File: src/rtl/shift_sign_defines.svh
// Purpose: Constants for the sign-extending shift register block
// Assumes: Byte addresses on the register bus, one 32-bit word per register
// Notes: Definitions only
`ifndef SHIFT_SIGN_DEFINES_SVH
`define SHIFT_SIGN_DEFINES_SVH

// Register byte offsets
`define SSR_MODE_CTRL_OFFSET 4'h0
`define SSR_STAGE_VIEW_OFFSET 4'h4
`define SSR_EDGE_COUNT_OFFSET 4'h8

// Field positions inside the mode control word
`define SSR_WORD_ENABLE_N_BIT 0
`define SSR_SERIAL_NOT_PARALLEL_BIT 1
`define SSR_MSB_REPLICATE_N_BIT 2
`define SSR_SERIAL_IN_CHOICE_BIT 3
`define SSR_PIN_DRIVE_N_BIT 4
`define SSR_MODE_WIDTH 5

// Field positions inside the stage view word
`define SSR_VIEW_TAIL_BIT 8

// Reset values
`define SSR_MODE_CTRL_RESET 5'h17
`define SSR_STAGE_RESET 8'h00
`define SSR_EDGE_COUNT_RESET 16'h0000

`endif

File: src/rtl/shift_sign_pkg.sv
// Purpose: Types shared by the sign-extending shift register files
// Assumes: Constants come from shift_sign_defines.svh
// Notes: Widths here are plain numbers: 4-bit address, 32-bit data, 8 lanes
package shift_sign_pkg;

  // Mode bits, bit 0 is word_enable_n
  typedef struct packed {
    logic pin_drive_n;
    logic serial_in_choice;
    logic msb_replicate_n;
    logic serial_not_parallel;
    logic word_enable_n;
  } mode_t;

  // Avalon-MM request from the master
  typedef struct packed {
    logic [3:0] address;
    logic read;
    logic write;
    logic [31:0] writedata;
    logic [3:0] byteenable;
  } avmm_req_t;

  // Avalon-MM answer to the master
  typedef struct packed {
    logic [31:0] readdata;
    logic waitrequest;
  } avmm_rsp_t;

  // Drive value and enable for each bidirectional lane
  typedef struct packed {
    logic [7:0] lane_out;
    logic [7:0] lane_oe;
  } lane_drive_t;

endpackage : shift_sign_pkg

File: src/rtl/shift_sign_reg.sv
// Purpose: Eight-bit shift-right register with sign extend and shared lanes
// Assumes: Mode bits come from a register on the Avalon-MM slave port
// Notes: Serial inputs, lanes and the clear are pins sampled on clk_i
//
// Implementation choices: the address map and the Avalon-MM slave port.
module shift_sign_reg #(
  parameter int WIDTH = 8,
  parameter int COUNT_WIDTH = 16
) (
  input wire logic clk_i,
  input wire logic reset_i,
  input wire shift_sign_pkg::avmm_req_t avmm_req_i,
  output shift_sign_pkg::avmm_rsp_t avmm_rsp_o,
  input wire logic serial_in_zero_i,
  input wire logic serial_in_one_i,
  input wire logic async_wipe_n_i,
  input wire logic [WIDTH-1:0] lanes_in_i,
  output shift_sign_pkg::lane_drive_t lanes_drive_o,
  output logic tail_serial_out_o
);

`include "shift_sign_defines.svh"

  // Whole module state
  typedef struct packed {
    logic [WIDTH-1:0] stages;
    shift_sign_pkg::mode_t mode;
    logic [COUNT_WIDTH-1:0] edge_count;
    logic ack;
    logic [31:0] rdata;
  } state_t;

  state_t state_q;
  state_t state_d;
  logic [WIDTH-1:0] stages_next;
  logic stages_changed;
  logic load_sel;
  logic lanes_enabled;

  // Word-aligned address match, shared by reads and writes
  function automatic logic addr_hit(input logic [3:0] addr, input logic [3:0] offset);
    addr_hit = (addr[3:2] == offset[3:2]);
  endfunction : addr_hit

  // Read value for one address, zero when unmapped
  function automatic logic [31:0] read_word(input logic [3:0] addr, input state_t s);
    logic [31:0] word;
    word = 32'h0000_0000;
    if (addr_hit(addr, `SSR_MODE_CTRL_OFFSET)) begin
      word[`SSR_MODE_WIDTH-1:0] = s.mode;
    end else if (addr_hit(addr, `SSR_STAGE_VIEW_OFFSET)) begin
      word[WIDTH-1:0] = s.stages;
      word[`SSR_VIEW_TAIL_BIT] = s.stages[0];
    end else if (addr_hit(addr, `SSR_EDGE_COUNT_OFFSET)) begin
      word[COUNT_WIDTH-1:0] = s.edge_count;
    end
    read_word = word;
  endfunction : read_word

  // Stage update for this edge
  stage_next_logic #(
    .WIDTH(WIDTH)
  ) u_stage_next (
    .stages_i(state_q.stages),
    .mode_i(state_q.mode),
    .serial_in_zero_i(serial_in_zero_i),
    .serial_in_one_i(serial_in_one_i),
    .lanes_i(lanes_in_i),
    .async_wipe_n_i(async_wipe_n_i),
    .next_o(stages_next),
    .changed_o(stages_changed)
  );

  // Next state: stages, bus answer, mode writes, edge counter
  always_comb begin
    state_d = state_q;
    state_d.stages = stages_next;
    if (stages_changed) begin
      state_d.edge_count = state_q.edge_count + 1'b1;
    end
    // One wait cycle, then the answer
    state_d.ack = (avmm_req_i.read || avmm_req_i.write) && !state_q.ack;
    if (avmm_req_i.read && !state_q.ack) begin
      state_d.rdata = read_word(avmm_req_i.address, state_q);
    end
    // Mode write lands on the edge that releases the master
    if (avmm_req_i.write && state_q.ack && avmm_req_i.byteenable[0] &&
        addr_hit(avmm_req_i.address, `SSR_MODE_CTRL_OFFSET)) begin
      state_d.mode = avmm_req_i.writedata[`SSR_MODE_WIDTH-1:0];
    end
    if (reset_i) begin
      state_d.stages = `SSR_STAGE_RESET;
      state_d.mode = `SSR_MODE_CTRL_RESET;
      state_d.edge_count = `SSR_EDGE_COUNT_RESET;
      state_d.ack = 1'b0;
      state_d.rdata = 32'h0000_0000;
    end
  end

  // Register the whole state
  always_ff @(posedge clk_i) begin
    state_q <= state_d;
  end

  // Lane direction: load selects input, pin_drive_n gates the drivers
  assign load_sel = !state_q.mode.word_enable_n && !state_q.mode.serial_not_parallel;
  assign lanes_enabled = !state_q.mode.pin_drive_n && !load_sel;

  // Per-lane drivers, shown low during a clear
  for (genvar i = 0; i < WIDTH; i++) begin : g_lane
    assign lanes_drive_o.lane_oe[i] = lanes_enabled;
    assign lanes_drive_o.lane_out[i] = state_q.stages[i] && async_wipe_n_i;
  end

  // Tail always driven, forced low by the clear
  assign tail_serial_out_o = state_q.stages[0] && async_wipe_n_i;

  // Bus answer
  assign avmm_rsp_o.waitrequest = (avmm_req_i.read || avmm_req_i.write) && !state_q.ack;
  assign avmm_rsp_o.readdata = state_q.rdata;

endmodule : shift_sign_reg

File: src/rtl/stage_next_logic.sv
// Purpose: Next value of the eight stages for one clock edge
// Assumes: Stage 7 is msb_stage (lane bit a), stage 0 is the last stage
// Notes: Purely combinational; the caller owns the flip-flops
module stage_next_logic #(
  parameter int WIDTH = 8
) (
  input wire logic [WIDTH-1:0] stages_i,
  input wire shift_sign_pkg::mode_t mode_i,
  input wire logic serial_in_zero_i,
  input wire logic serial_in_one_i,
  input wire logic [WIDTH-1:0] lanes_i,
  input wire logic async_wipe_n_i,
  output logic [WIDTH-1:0] next_o,
  output logic changed_o
);

  logic serial_bit;

  // Pick the bit entering msb_stage while shifting
  always_comb begin
    if (!mode_i.msb_replicate_n) begin
      serial_bit = stages_i[WIDTH-1];
    end else if (mode_i.serial_in_choice) begin
      serial_bit = serial_in_one_i;
    end else begin
      serial_bit = serial_in_zero_i;
    end
  end

  // Clear, hold, load or shift right
  always_comb begin
    next_o = stages_i;
    changed_o = 1'b0;
    if (!async_wipe_n_i) begin
      next_o = '0;
    end else if (mode_i.word_enable_n) begin
      next_o = stages_i;
    end else if (!mode_i.serial_not_parallel) begin
      next_o = lanes_i;
      changed_o = 1'b1;
    end else begin
      next_o = {serial_bit, stages_i[WIDTH-1:1]};
      changed_o = 1'b1;
    end
  end

endmodule : stage_next_logic

File: config.mk
export PLATFORM = sky130hd
export DESIGN_NAME = shift_sign_reg
export DESIGN_NICKNAME = d
export VERILOG_FILES = /design/src/rtl/shift_sign_pkg.sv /design/src/rtl/shift_sign_reg.sv /design/src/rtl/stage_next_logic.sv
export VERILOG_INCLUDE_DIRS = /design/src /design/src/rtl
export SDC_FILE = /design/constraint.sdc
export NUM_CORES = 1
export LEC_CHECK = 0
export BUFFER_PORTS_ARGS = -buffer_cell sky130_fd_sc_hd__buf_2
export CORE_MARGIN = 1
export CORE_UTILIZATION = 47
export DETAILED_ROUTE_END_ITERATION = 7
export PLACE_DENSITY_LB_ADDON = 0.3
export REMOVE_ABC_BUFFERS = 1
export SLEW_MARGIN = 10
export SYNTH_ARGS = -nofsm -noshare
export SYNTH_HDL_FRONTEND = slang
export SYNTH_SLANG_ARGS = --single-unit
File: constraint.sdc
create_clock -name clk_i -period 2.3 [get_ports clk_i]
set_input_delay 0.46 -clock clk_i [delete_from_list [all_inputs] [get_ports clk_i]]
set_output_delay 0.46 -clock clk_i [all_outputs]
set_load 0.01 [all_outputs]
## Yosys cells after proc, flatten, opt, wreduce, memory -nomap -nowiden

Index checks and enable logic that the tools add are counted.

| storage, ports and cells | value |
|---|---|
| register bits | 46 |
| bits of input ports | 55 |
| output and inout bits | 50 |
| word-level logic and storage cells | 50 |

| operators by class | value |
|---|---|
| add/sub/neg operators | 1 |
| eq/ne operators | 3 |
| multiplexer cells | 10 |
| bitwise operators | 2 |
| reduce and logical (&&, ||, !) cells | 24 |

Operators by type and width:

| operator | number |
|---|---|
| 16-bit by 1-bit adder with 16-bit output, second input constant | 1 |
| 16-bit two-way mux | 1 |
| 1-bit logical AND | 15 |
| 11-bit two-way mux | 1 |
| 9-bit two-way mux | 1 |
| 8-bit two-way mux | 1 |
| 7-bit two-way mux | 1 |
| 1-bit logical NOT | 5 |
| 5-bit two-way mux | 1 |
| 1-bit two-way mux | 4 |
| 2-bit by 1-bit == test with 1-bit output, second input constant | 1 |
| 2-bit == test, second input constant | 1 |
| 2-bit logical NOT | 1 |
| 2-bit by 1-bit inequality test with 1-bit output, second input constant | 1 |
| 1-bit NOT | 2 |
| 2-bit AND reduction | 1 |
| 2-bit OR reduction | 1 |
| 1-bit logical OR | 1 |

## Longest topological paths before layout

Gate-level depths: netlist (run 1).

| logic depth | value |
|---|---|
| depth after elaboration | 4 |
| gate-level depth with buffers | 7 |
| mapped depth without buffers | 5 |

## Hierarchy

A second synthesis (run 1) with hierarchy kept.

| unflattened totals | value |
|---|---|
| cells, all modules | 297 |
| area total of the unflattened synthesis | 2499.9 um^2 |

Modules (own cells, without submodules):

| module | times used | cells an instance | area each (um^2) | seq. area each (um^2) |
|---|---|---|---|---|
| shift_sign_reg | 1 | 259 | 2232.1 | 920.9 |
| stage_next_logic | 1 | 38 | 267.8 | 0.0 |

## Worst setup path after synthesis (run 1)

Ideal clock, no wire load.

| timing | value |
|---|---|
| path type | register to output |
| start point | register state_q[49] in the netlist's numbering |
| end point | output lanes_drive_o[0] in the netlist's numbering |
| arrival time | 1.432 ns |
| required time | 1.840 ns |
| path slack | 0.408 ns |
| cell stages (with the launch flop) | 6 |
| path buffers | 3 |
| cell sequence | dfxtp_1 > clkbuf_1 > buf_1 > nor2_1 > nor2_1 > buf_4 |

| on the way | value |
|---|---|
| longest elaborated chain between the ends | 4 |

Ends and longest elaborated chain:

| element | RTL line | source |
|---|---|---|
| start: declaration | shift_sign_reg.sv:33 | `state_t state_q;` |
| start signal: assignment | shift_sign_reg.sv:102 | `state_q <= state_d;` |
| 1-bit logical NOT | shift_sign_reg.sv:106 | `assign load_sel = !state_q.mode.word_enable_n && !state_q.mode.serial_not_parallel;` |
| 1-bit logical AND | shift_sign_reg.sv:106 |  |
| 1-bit logical NOT | shift_sign_reg.sv:107 | `assign lanes_enabled = !state_q.mode.pin_drive_n && !load_sel;` |
| 1-bit logical AND | shift_sign_reg.sv:107 |  |
| end: declaration | shift_sign_reg.sv:18 | `output shift_sign_pkg::lane_drive_t lanes_drive_o,` |

Every way passes these cells.

==> key figures, run 1 <==
Placement
  – Pre-CTS setup slack: 0.4963 ns
  – PortBufs: 56
  – Final GP Congestion: 0.8319
  – Post-DP HPWL: 3.508 mm

CTS
  – Clock buffer depth: 2
  – Post-CTS setup buffers: 0
  – Clk root buf: clkbuf_8
  – Worst-skew pair later-pin latency: 0.30 ns
  – CTS sink cnt: 46
  – Clock buffer count from CTS: 5
  – CTS H-Tree Depth: 2
  – Post-CTS Hold Buffers: 0
  – Cts repair resizes: 0
  – Clock-pin slew on the worst setup and hold paths: 0.09 ns
  – CTS tree: yes

Route
  – Drt drc: 0
  – Vias per inst: 4.945
  – Antenna Violating Nets Remaining: 0
  – Wire per inst: 12.53 um
  – Top Layer Used: met4
  – WL final: 4.813 mm
  – WL met3: between 200 and 250 um
  – Iteration-0 DRC Markers: 70
  – Met1 WL: around 2.3 mm
  – Met2 WL post-DR: 2.222 mm
  – Via count: 1899
  – TritonRoute pass-1 iters: 4

Floorplanning
  – I/O pin count: 105
  – Die height: 73.79 um
  – Row count: 25
  – Core area: 4848 um^2
  – Die area: around 5400 um^2
  – Die X: 73.79 um
  – Starting Density: 49.96%

Synthesis
  – Gate Count Post-Synth: 290
  – Synth unique cells: 35
  – Synth Warn #: 0
  – Syn avg cell area: roughly 8.4 um^2
  – Seq/Total Area, Yosys: 38.02%
  – Synthesized flop and latch total: 46
  – Post-Syn Area: between 2000 and 2500 um^2

Final layout
  – Ant. Diodes: 0
  – Share of layout cells above drive strength 1: 23.34%
  – Nets: 372
  – Layout Area Growth over Synthesis: 9.452%

Power
  – Int Power: 1325 uW
  – Peak supply drop: 0.2386 mV
  – Clock share of power: 43.5%
  – Lkg Pwr: between 0.001 and 0.0015 uW
  – Pwr Density: 637.2 nW/um^2
  – P_sw: 364.5 uW
  – Logic gate share of total power: 8.0%
  – Sw Ratio: 21.58%
  – Seq pwr share: 48.5%

STA
  – Max-slew headroom at the worst pin: a little over half
  – Fin. Hold Viols: 0
  – Minimum clock period: 2.145 ns
  – Setup violators final: 0
  – Final worst setup slack: 0.1549 ns
  – Worst Skew: around 0.0049 ns
  – Slew Limit Fails: 0
  – Tcrit/Tclk final: 93.27%
  – Final setup TNS: 0 ns
  – RSZ-0062 raised after global routing: false
  – Worst Tran Pin Value: between 0.6 and 0.7 ns
  – Max Freq: 466.2 MHz

Critical path
  – Cell mode on critical path: nor2_1
  – Crit-path max FO: 22
  – Worst path slowest cell: dfxtp_1
  – Critical path class: flop to output port
  – Worst path required time: 1.84 ns
  – Crit path DAT: 1.69 ns
  – Crit. End Element: output port
  – CP max stage delay: 0.78 ns
  – CP startpoint kind: flop
  – Critical-path cell list: nor2_1, nor2_1, buf_2

Global routing
  – Largest net degree at the start of global routing: 25
  – First-pass GRT wire length: 7.769 mm
  – Initial antenna violation count: 0
  – Total GRT Usage: 18.72%
  – Vias in the first global route: 1643
  – Grt total ovfl: 0

Run
  – Max cap viols: 0

Status
  – Outcome: finished clean

Hold path
  – HP Class: input port to flop
[synth_stat cells (all sizes together)]
cell type,count,area [um^2]
and2,9,56.31
a21o,2,15.01
mux2i,15,150.1
nand3b,4,30.03
xor2,2,17.52
a22oi,7,52.55
a21oi,18,90.09
ha,1,12.51
or3,1,6.260
nand2,8,30.03
a211oi,5,37.54
o21ai,5,25.02
dfxtp,46,920.9
nand3,5,35.03
inv,4,15.01
buf,45,326.6
nor3,9,45.04
xnor2,9,78.83
nor2b,5,31.28
conb,1,3.750
nand4b,3,26.28
nor4,5,46.29
mux2,1,15.01
nand2b,2,12.51
a211o,1,8.760
nand4,4,40.04
nor2,57,214.0
clkbuf,12,45.04
a221oi,4,35.03
[registers in the layout (all words and copies together), names as in the netlist]
name / count
avmm_rsp_o: 16
state_q: 30
[power by group through the flow]
| stage | logic [uW] | clock network, uW | registers (uW) |
|---|---|---|---|
| after floorplan | 61.7 | 0 | 843 |
| after global placement | 133 | 0 | 838 |
| after detailed placement | 135 | 0 | 838 |
| after CTS | 135 | 750 | 820 |
| after global routing | 150 | 786 | 822 |
| final | 135 | 735 | 820 |
[final timing paths]
check | from | endpoint | slack (ns) | cells after the start
setup / recovery | state_q[49] | lanes_drive_o[5] | 0.15 | 3
hold / removal | avmm_req_i[6] | state_q[51] | 0.36 | 2
hold reg to reg | avmm_rsp_o[4] | avmm_rsp_o[4] | 0.50 | 2
setup reg to reg | state_q[49] | state_q[42] | 0.55 | 4
[kinds of logic after synthesis]
kind of cell / Yosys count / synth area share (%)
and+or+nand+nor: 112 / 23.66
buffers and inverters: 61 / 15.96
DFF: 46 / 38.02
AOI/OAI and AO/OA: 42 / 10.90
muxes: 16 / 6.818
xor gates and xnor gates: 11 / 3.978
adders and majority gates: 1 / 0.5164
other: 1 / 0.1548
[metrics by stage]
| stage | hold slack (ns) | power [uW] | instance area, um^2 | instances | utilization [%] |
|---|---|---|---|---|---|
| after detailed placement | 0.4899 | 973.0 | 2509 | 376 | 51.74 |
| after global routing | 0.3631 | 1759 | 2651 | 384 | 54.68 |
| after global placement | 0.4838 | 970.6 | 2509 | 376 | 51.74 |
| final | 0.3614 | 1689 | 2651 | 384 | 54.68 |
| after CTS | 0.3589 | 1705 | 2651 | 384 | 54.68 |
| after floorplan | 0.4566 | 905.2 | 2107 | 248 | - |
[routing by layer]
layer,up-vias,track usage [%]
li1,987,-
met1,856,24.81
met2,50,29.97
met3,6,3.841
met4,0,6.838
met5,-,0
[worst max-delay path, delay by kind of cell, from the launching register on]
family                 cells  cell delay [ns]
flip-flops                 1             0.78
buffers and inverters      1             0.20
AND/OR/NAND/NOR            2             0.41
[final cells by class]
cell class | instances | area [um^2]
Fill cell | 451 | 2197
Clock inverter | 2 | 60.06
Tap cell | 67 | 83.83
Timing Repair Buffer | 61 | 317.8
Clock buffer | 6 | 82.58
Inverter | 4 | 15.01
Sequential cell | 46 | 920.9
Multi-Input combinational cell | 198 | 1171
[placed cells by master (no fill, tap or decap), drive strengths merged, types with 6 or more instances in the layout]
cell type and instances:
nand2 8, a22oi 7, conb 16, mux2i 15
a21oi 18, nor2 57, xnor2 9, dfxtp 46
clkbuf 6, nor3 9, and2 9, buf 61
(Power assumes the default switching activity.)
==> run 2: changes to the inputs <==
RECOVER_POWER = 100   (was not set)
==> key figures, run 2 (same netlist as run 1, synthesis figures left out) <==
STA
  – Slew Limit Fails: 0 (unchanged)
  – Setup violators final: 0 (unchanged)
  – Max-slew headroom at the worst pin: 31.96% (-22 points)
  – RSZ-0062 raised after global routing: false
  – Fin. Hold Viols: 0 (unchanged)
  – Worst Skew: 0.006928 ns (+0.002077 ns)
  – Max Freq: 470.2 MHz (+0.87%)
  – Final setup TNS: 0 ns (unchanged)
  – Worst Tran Pin Value: 1.021 ns (+0.3254 ns)
  – Minimum clock period: 2.127 ns (-0.01844 ns)
  – Tcrit/Tclk final: 92.47% (-0.80 points)

Power
  – Seq pwr share: 48.7% (+0.2 points)
  – Logic gate share of total power: 7.7% (-0.3 points)
  – Int Power: 1320 uW (-0.37%)
  – Clock share of power: 43.6% (about the same)
  – Lkg Pwr: 0.001050 uW (-9.9%)
  – Sw Ratio: 21.57% (about the same)
  – Peak supply drop: 0.2330 mV (-2.3%)
  – Pwr Density: 647.0 nW/um^2 (+1.5%)
  – P_sw: 363.0 uW (-0.41%)

Final layout
  – Commonest non-fill, non-tap cell in the layout: nor2_1
  – Nets: 372 (unchanged)
  – Layout Area Growth over Synthesis: 7.386%
  – Fill cells: 469 (+4.0%)
  – Most flops, register: state_q
  – Finished Layout Cells: 384 (unchanged)
  – Max reg flops: 30 (unchanged)
  – Most frequent cells in the layout: nor2_1, dfxtp_1, buf_2, clkbuf_1, a21oi_1
  – Ant. Diodes: 0 (unchanged)
  – Share of layout cells above drive strength 1: 15.46% (-7.9 points)

Critical path
  – Critical path class: flop to output port
  – Crit path DAT: 1.67 ns (-0.02 ns)
  – Worst path required time: 1.84 ns (about the same)
  – Crit. End Element: output port
  – Crit-path max FO: 22 (unchanged)
  – CP startpoint kind: flop

CTS
  – Post-CTS setup buffers: 0 (unchanged)
  – CTS tree: yes
  – Post-CTS Hold Buffers: 0 (unchanged)
  – Cts repair resizes: 0 (unchanged)
  – CTS sink cnt: 46 (unchanged)
  – Clock buffer depth: 2 (unchanged)
  – Clk root buf: clkbuf_8
  – Worst-skew pair later-pin latency: 0.30 ns (about the same)
  – Clock-pin slew on the worst setup and hold paths: 0.09 ns (about the same)
  – Clock buffer count from CTS: 5 (unchanged)
  – CTS H-Tree Depth: 2 (unchanged)

Route
  – Antenna Violating Nets Remaining: 0 (unchanged)
  – Via count: 1903 (+0.21%)
  – Iteration-0 DRC Markers: 63 (-10%)
  – Wire per inst: 12.61 um (+0.58%)
  – Drt drc: 0 (unchanged)
  – Vias per inst: 4.956 (+0.21%)
  – WL final: 4.841 mm (+0.58%)
  – TritonRoute pass-1 iters: 4 (unchanged)

Placement
  – Final GP Congestion: 0.8319 (unchanged)
  – DP Cell Count: 376 (unchanged)
  – Post-DP HPWL: 3.508 mm (unchanged)
  – PortBufs: 56 (unchanged)

Floorplanning
  – Row count: 25 (unchanged)
  – Die height: 73.79 um (unchanged)
  – Starting Density: 49.96% (unchanged)
  – Die X: 73.79 um (unchanged)
  – Die area: 5445 um^2 (unchanged)
  – I/O pin count: 105 (unchanged)
  – Core area: 4848 um^2 (unchanged)

Global routing
  – Total GRT Usage: 18.72% (unchanged)
  – First-pass GRT wire length: 7.769 mm (unchanged)
  – Vias in the first global route: 1643 (unchanged)
  – Grt total ovfl: 0 (unchanged)
  – Initial antenna violation count: 0 (unchanged)
  – Largest net degree at the start of global routing: 25 (unchanged)

Hold path
  – HP Class: input port to flop

Status
  – Outcome: finished clean

Run
  – Max cap viols: 0 (unchanged)
==> run 2: worst paths after layout <==
path,end,startpoint,cells after the start,slack (ns)
hold / removal,state_q[51],avmm_req_i[6],2,0.36
setup reg to reg,state_q[48],state_q[49],4,0.44
hold reg to reg,avmm_rsp_o[5],avmm_rsp_o[5],2,0.50
setup / recovery,lanes_drive_o[5],state_q[49],3,0.17
==> run 2: cell type report <==
type	count	area [um^2]	share of cell area, %
Inverter	4	15.01	0.5772
Clock inverter	2	60.06	2.309
Timing Repair Buffer	61	286.5	11.01
Multi-Input combinational cell	198	1152	44.30
Clock buffer	6	82.58	3.175
Tap cell	67	83.83	3.223
Sequential cell	46	920.9	35.40
==> run 2: metrics by stage <==
step	hold WS, ns	instance area, um^2	setup slack, ns	total power [uW]	util, %
2_1_floorplan	0.4566	2107	0.1274	905.2	-
3_3_place_gp	0.4838	2509	0.5164	970.6	51.74
3_5_place_dp	0.4899	2509	0.4963	973.0	51.74
4_1_cts	0.3589	2651	0.1565	1705	54.68
5_1_grt	0.3631	2601	0.0008580	1754	53.65
6_report	0.3608	2601	0.1733	1683	53.65
==> run 2: routing by layer <==
metal	track usage, %	vias up	share of wire [%]
met5	0	-	0
met4	6.838	0	1.4
met3	3.841	6	4.6
met2	29.97	55	46
met1	24.81	856	48
li1	-	986	-
==> run 2: power by group through the flow <==
stage	clock network, uW	logic (uW)	registers (uW)
2_1_floorplan	0	61.7	843
3_3_place_gp	0	133	838
3_5_place_dp	0	135	838
4_1_cts	750	135	820
5_1_grt	786	145	823
6_report	733	130	820
==> run 2: worst max-delay path, cell delays in order (launching register included) <==
cell and delay, ns:
dfxtp_1 0.77, nor2_1 0.11, nor2_1 0.29, buf_2 0.20
==> run 3: changes to the inputs <==
BUFFER_PORTS_ARGS = -buffer_cell sky130_fd_sc_hd__buf_4   (was -buffer_cell sky130_fd_sc_hd__buf_2)
RECOVER_POWER = 25   (was 100)
==> key figures, run 3 (same netlist as run 1, synthesis figures left out) <==
Critical path
  – CP max stage delay: 0.51 ns (-0.26 ns)
  – Cell mode on critical path: nor2_1
  – Worst path slowest cell: dfxtp_1
  – Crit. End Element: output port
  – Critical-path cell list: nor2_1, nor2_1, buf_4
  – Crit-path max FO: 9 (-59%)
  – Crit path DAT: 1.44 ns (-0.23 ns)
  – CP startpoint kind: flop
  – Worst path required time: 1.84 ns (about the same)
  – Critical path class: flop to output port
  – Reg-to-reg slack, setup: 0.61 ns (+0.17 ns)

Final layout
  – Ant. Diodes: 0 (unchanged)
  – Most flops, register: state_q
  – Share of layout cells above drive strength 1: 19.62% (+4.2 points)
  – Nets: 371 (-0.27%)
  – Max reg flops: 30 (unchanged)
  – Layout Area Growth over Synthesis: 11.26%
  – Commonest non-fill, non-tap cell in the layout: nor2_1
  – Most frequent cells in the layout: nor2_1, buf_4, dfxtp_1, a21oi_1, conb_1

CTS
  – Post-CTS setup buffers: 0 (unchanged)
  – Post-CTS Hold Buffers: 0 (unchanged)
  – CTS H-Tree Depth: 2 (unchanged)
  – Clock buffer count from CTS: 5 (unchanged)
  – Clk root buf: clkbuf_8
  – Clock buffer depth: 2 (unchanged)
  – CTS sink cnt: 46 (unchanged)
  – Cts repair resizes: 0 (unchanged)
  – Clock-pin slew on the worst setup and hold paths: 0.08 ns (about the same)
  – Worst-skew pair later-pin latency: 0.29 ns (about the same)
  – CTS tree: yes

Hold path
  – HP Class: input port to flop

Route
  – Met1 WL: 2.210 mm (-5.6%)
  – WL met3: 230 um (+3.1%)
  – TritonRoute pass-1 iters: 4 (unchanged)
  – Wire per inst: 12.34 um (-2.1%)
  – Iteration-0 DRC Markers: 125 (+98%)
  – Top Layer Used: met4
  – Antenna Violating Nets Remaining: 0 (unchanged)
  – Vias per inst: 5.047 (+1.8%)
  – Met2 WL post-DR: 2.242 mm (+1.7%)
  – Via count: 1933 (+1.6%)
  – WL final: 4.726 mm (-2.4%)
  – Drt drc: 0 (unchanged)

Global routing
  – Largest net degree at the start of global routing: 41 (+64%)
  – Total GRT Usage: 19.14% (+0.41 points)
  – Vias in the first global route: 1694 (+3.1%)
  – Initial antenna violation count: 0 (unchanged)
  – First-pass GRT wire length: 7.928 mm (+2.0%)
  – Grt total ovfl: 0 (unchanged)

Placement
  – Post-DP HPWL: 3.483 mm (-0.71%)
  – Pre-CTS setup slack: 0.4392 ns (-0.05705 ns)
  – Final GP Congestion: 0.8011 (-3.7%)
  – PortBufs: 56 (unchanged)

STA
  – Worst Skew: 0.005397 ns (-0.001531 ns)
  – Slew Limit Fails: 0 (unchanged)
  – Minimum clock period: 1.900 ns (-0.2265 ns)
  – Setup violators final: 0 (unchanged)
  – RSZ-0062 raised after global routing: false
  – Tcrit/Tclk final: 82.62% (-9.8 points)
  – Hold_ws: 0.3652 ns (+0.004401 ns)
  – Final setup TNS: 0 ns (unchanged)
  – Max Freq: 526.3 MHz (+12%)
  – Final worst setup slack: 0.3998 ns (+0.2265 ns)
  – Worst Tran Pin Value: 0.6925 ns (-0.3281 ns)
  – Fin. Hold Viols: 0 (unchanged)
  – Max-slew headroom at the worst pin: 53.84% (+22 points)

Power
  – Peak supply drop: 0.2825 mV (+21%)
  – Power Total: 1463 uW (-13%)
  – Pwr Density: 542.9 nW/um^2 (-16%)
  – Lkg Pwr: 0.001115 uW (+6.2%)

Floorplanning
  – Starting Density: 49.96% (unchanged)
  – I/O pin count: 105 (unchanged)
  – Die area: 5445 um^2 (unchanged)
  – Core area: 4848 um^2 (unchanged)
  – Die X: 73.79 um (unchanged)
  – Die height: 73.79 um (unchanged)
  – Row count: 25 (unchanged)

Status
  – Outcome: finished clean

Run
  – Max cap viols: 0 (unchanged)
==> run 3: per-stage QoR <==
stage	area, um^2	cells	utilization [%]
global route	2695	383	55.59
detailed placement	2641	375	54.48
finish	2695	383	55.59
floorplan	2107	248	-
CTS	2733	383	56.36
global placement	2641	375	54.48
==> run 3: metal layers <==
layer / vias up / global-route usage, %
met4: 0 / 6.410
met2: 58 / 31.09
met1: 895 / 25.38
met3: 4 / 3.704
li1: 976 / -
met5: - / 0
==> run 3: worst paths after layout <==
path | endpoint | cells after the start | from
setup / recovery | lanes_drive_o[6] | 3 | state_q[49]
hold / removal | state_q[51] | 2 | avmm_req_i[6]
setup reg to reg | state_q[47] | 5 | state_q[33]
hold reg to reg | avmm_rsp_o[7] | 2 | avmm_rsp_o[7]
==> run 3: power by group <==
part           switching (uW)  internal [uW]  leakage (uW)
clock network             256            243     0.0000482
registers                8.99            810      0.000373
logic                    82.7           63.4      0.000695
==> run 3: final cells by class <==
class	instances	area (um^2)
Fill cell	499	2153
Multi-Input combinational cell	198	1171
Sequential cell	46	920.9
Timing Repair Buffer	60	412.9
Clock buffer	7	86.33
Tap cell	67	83.83
Inverter	4	15.01
Clock inverter	1	5.005
==> run 3: worst max-delay path: cells and delay by family, from the launching register on <==
| kind | cells | cell delay, ns |
|---|---|---|
| flip-flops | 1 | 0.51 |
| AND/OR/NAND/NOR | 2 | 0.43 |
| buffers and inverters | 1 | 0.20 |
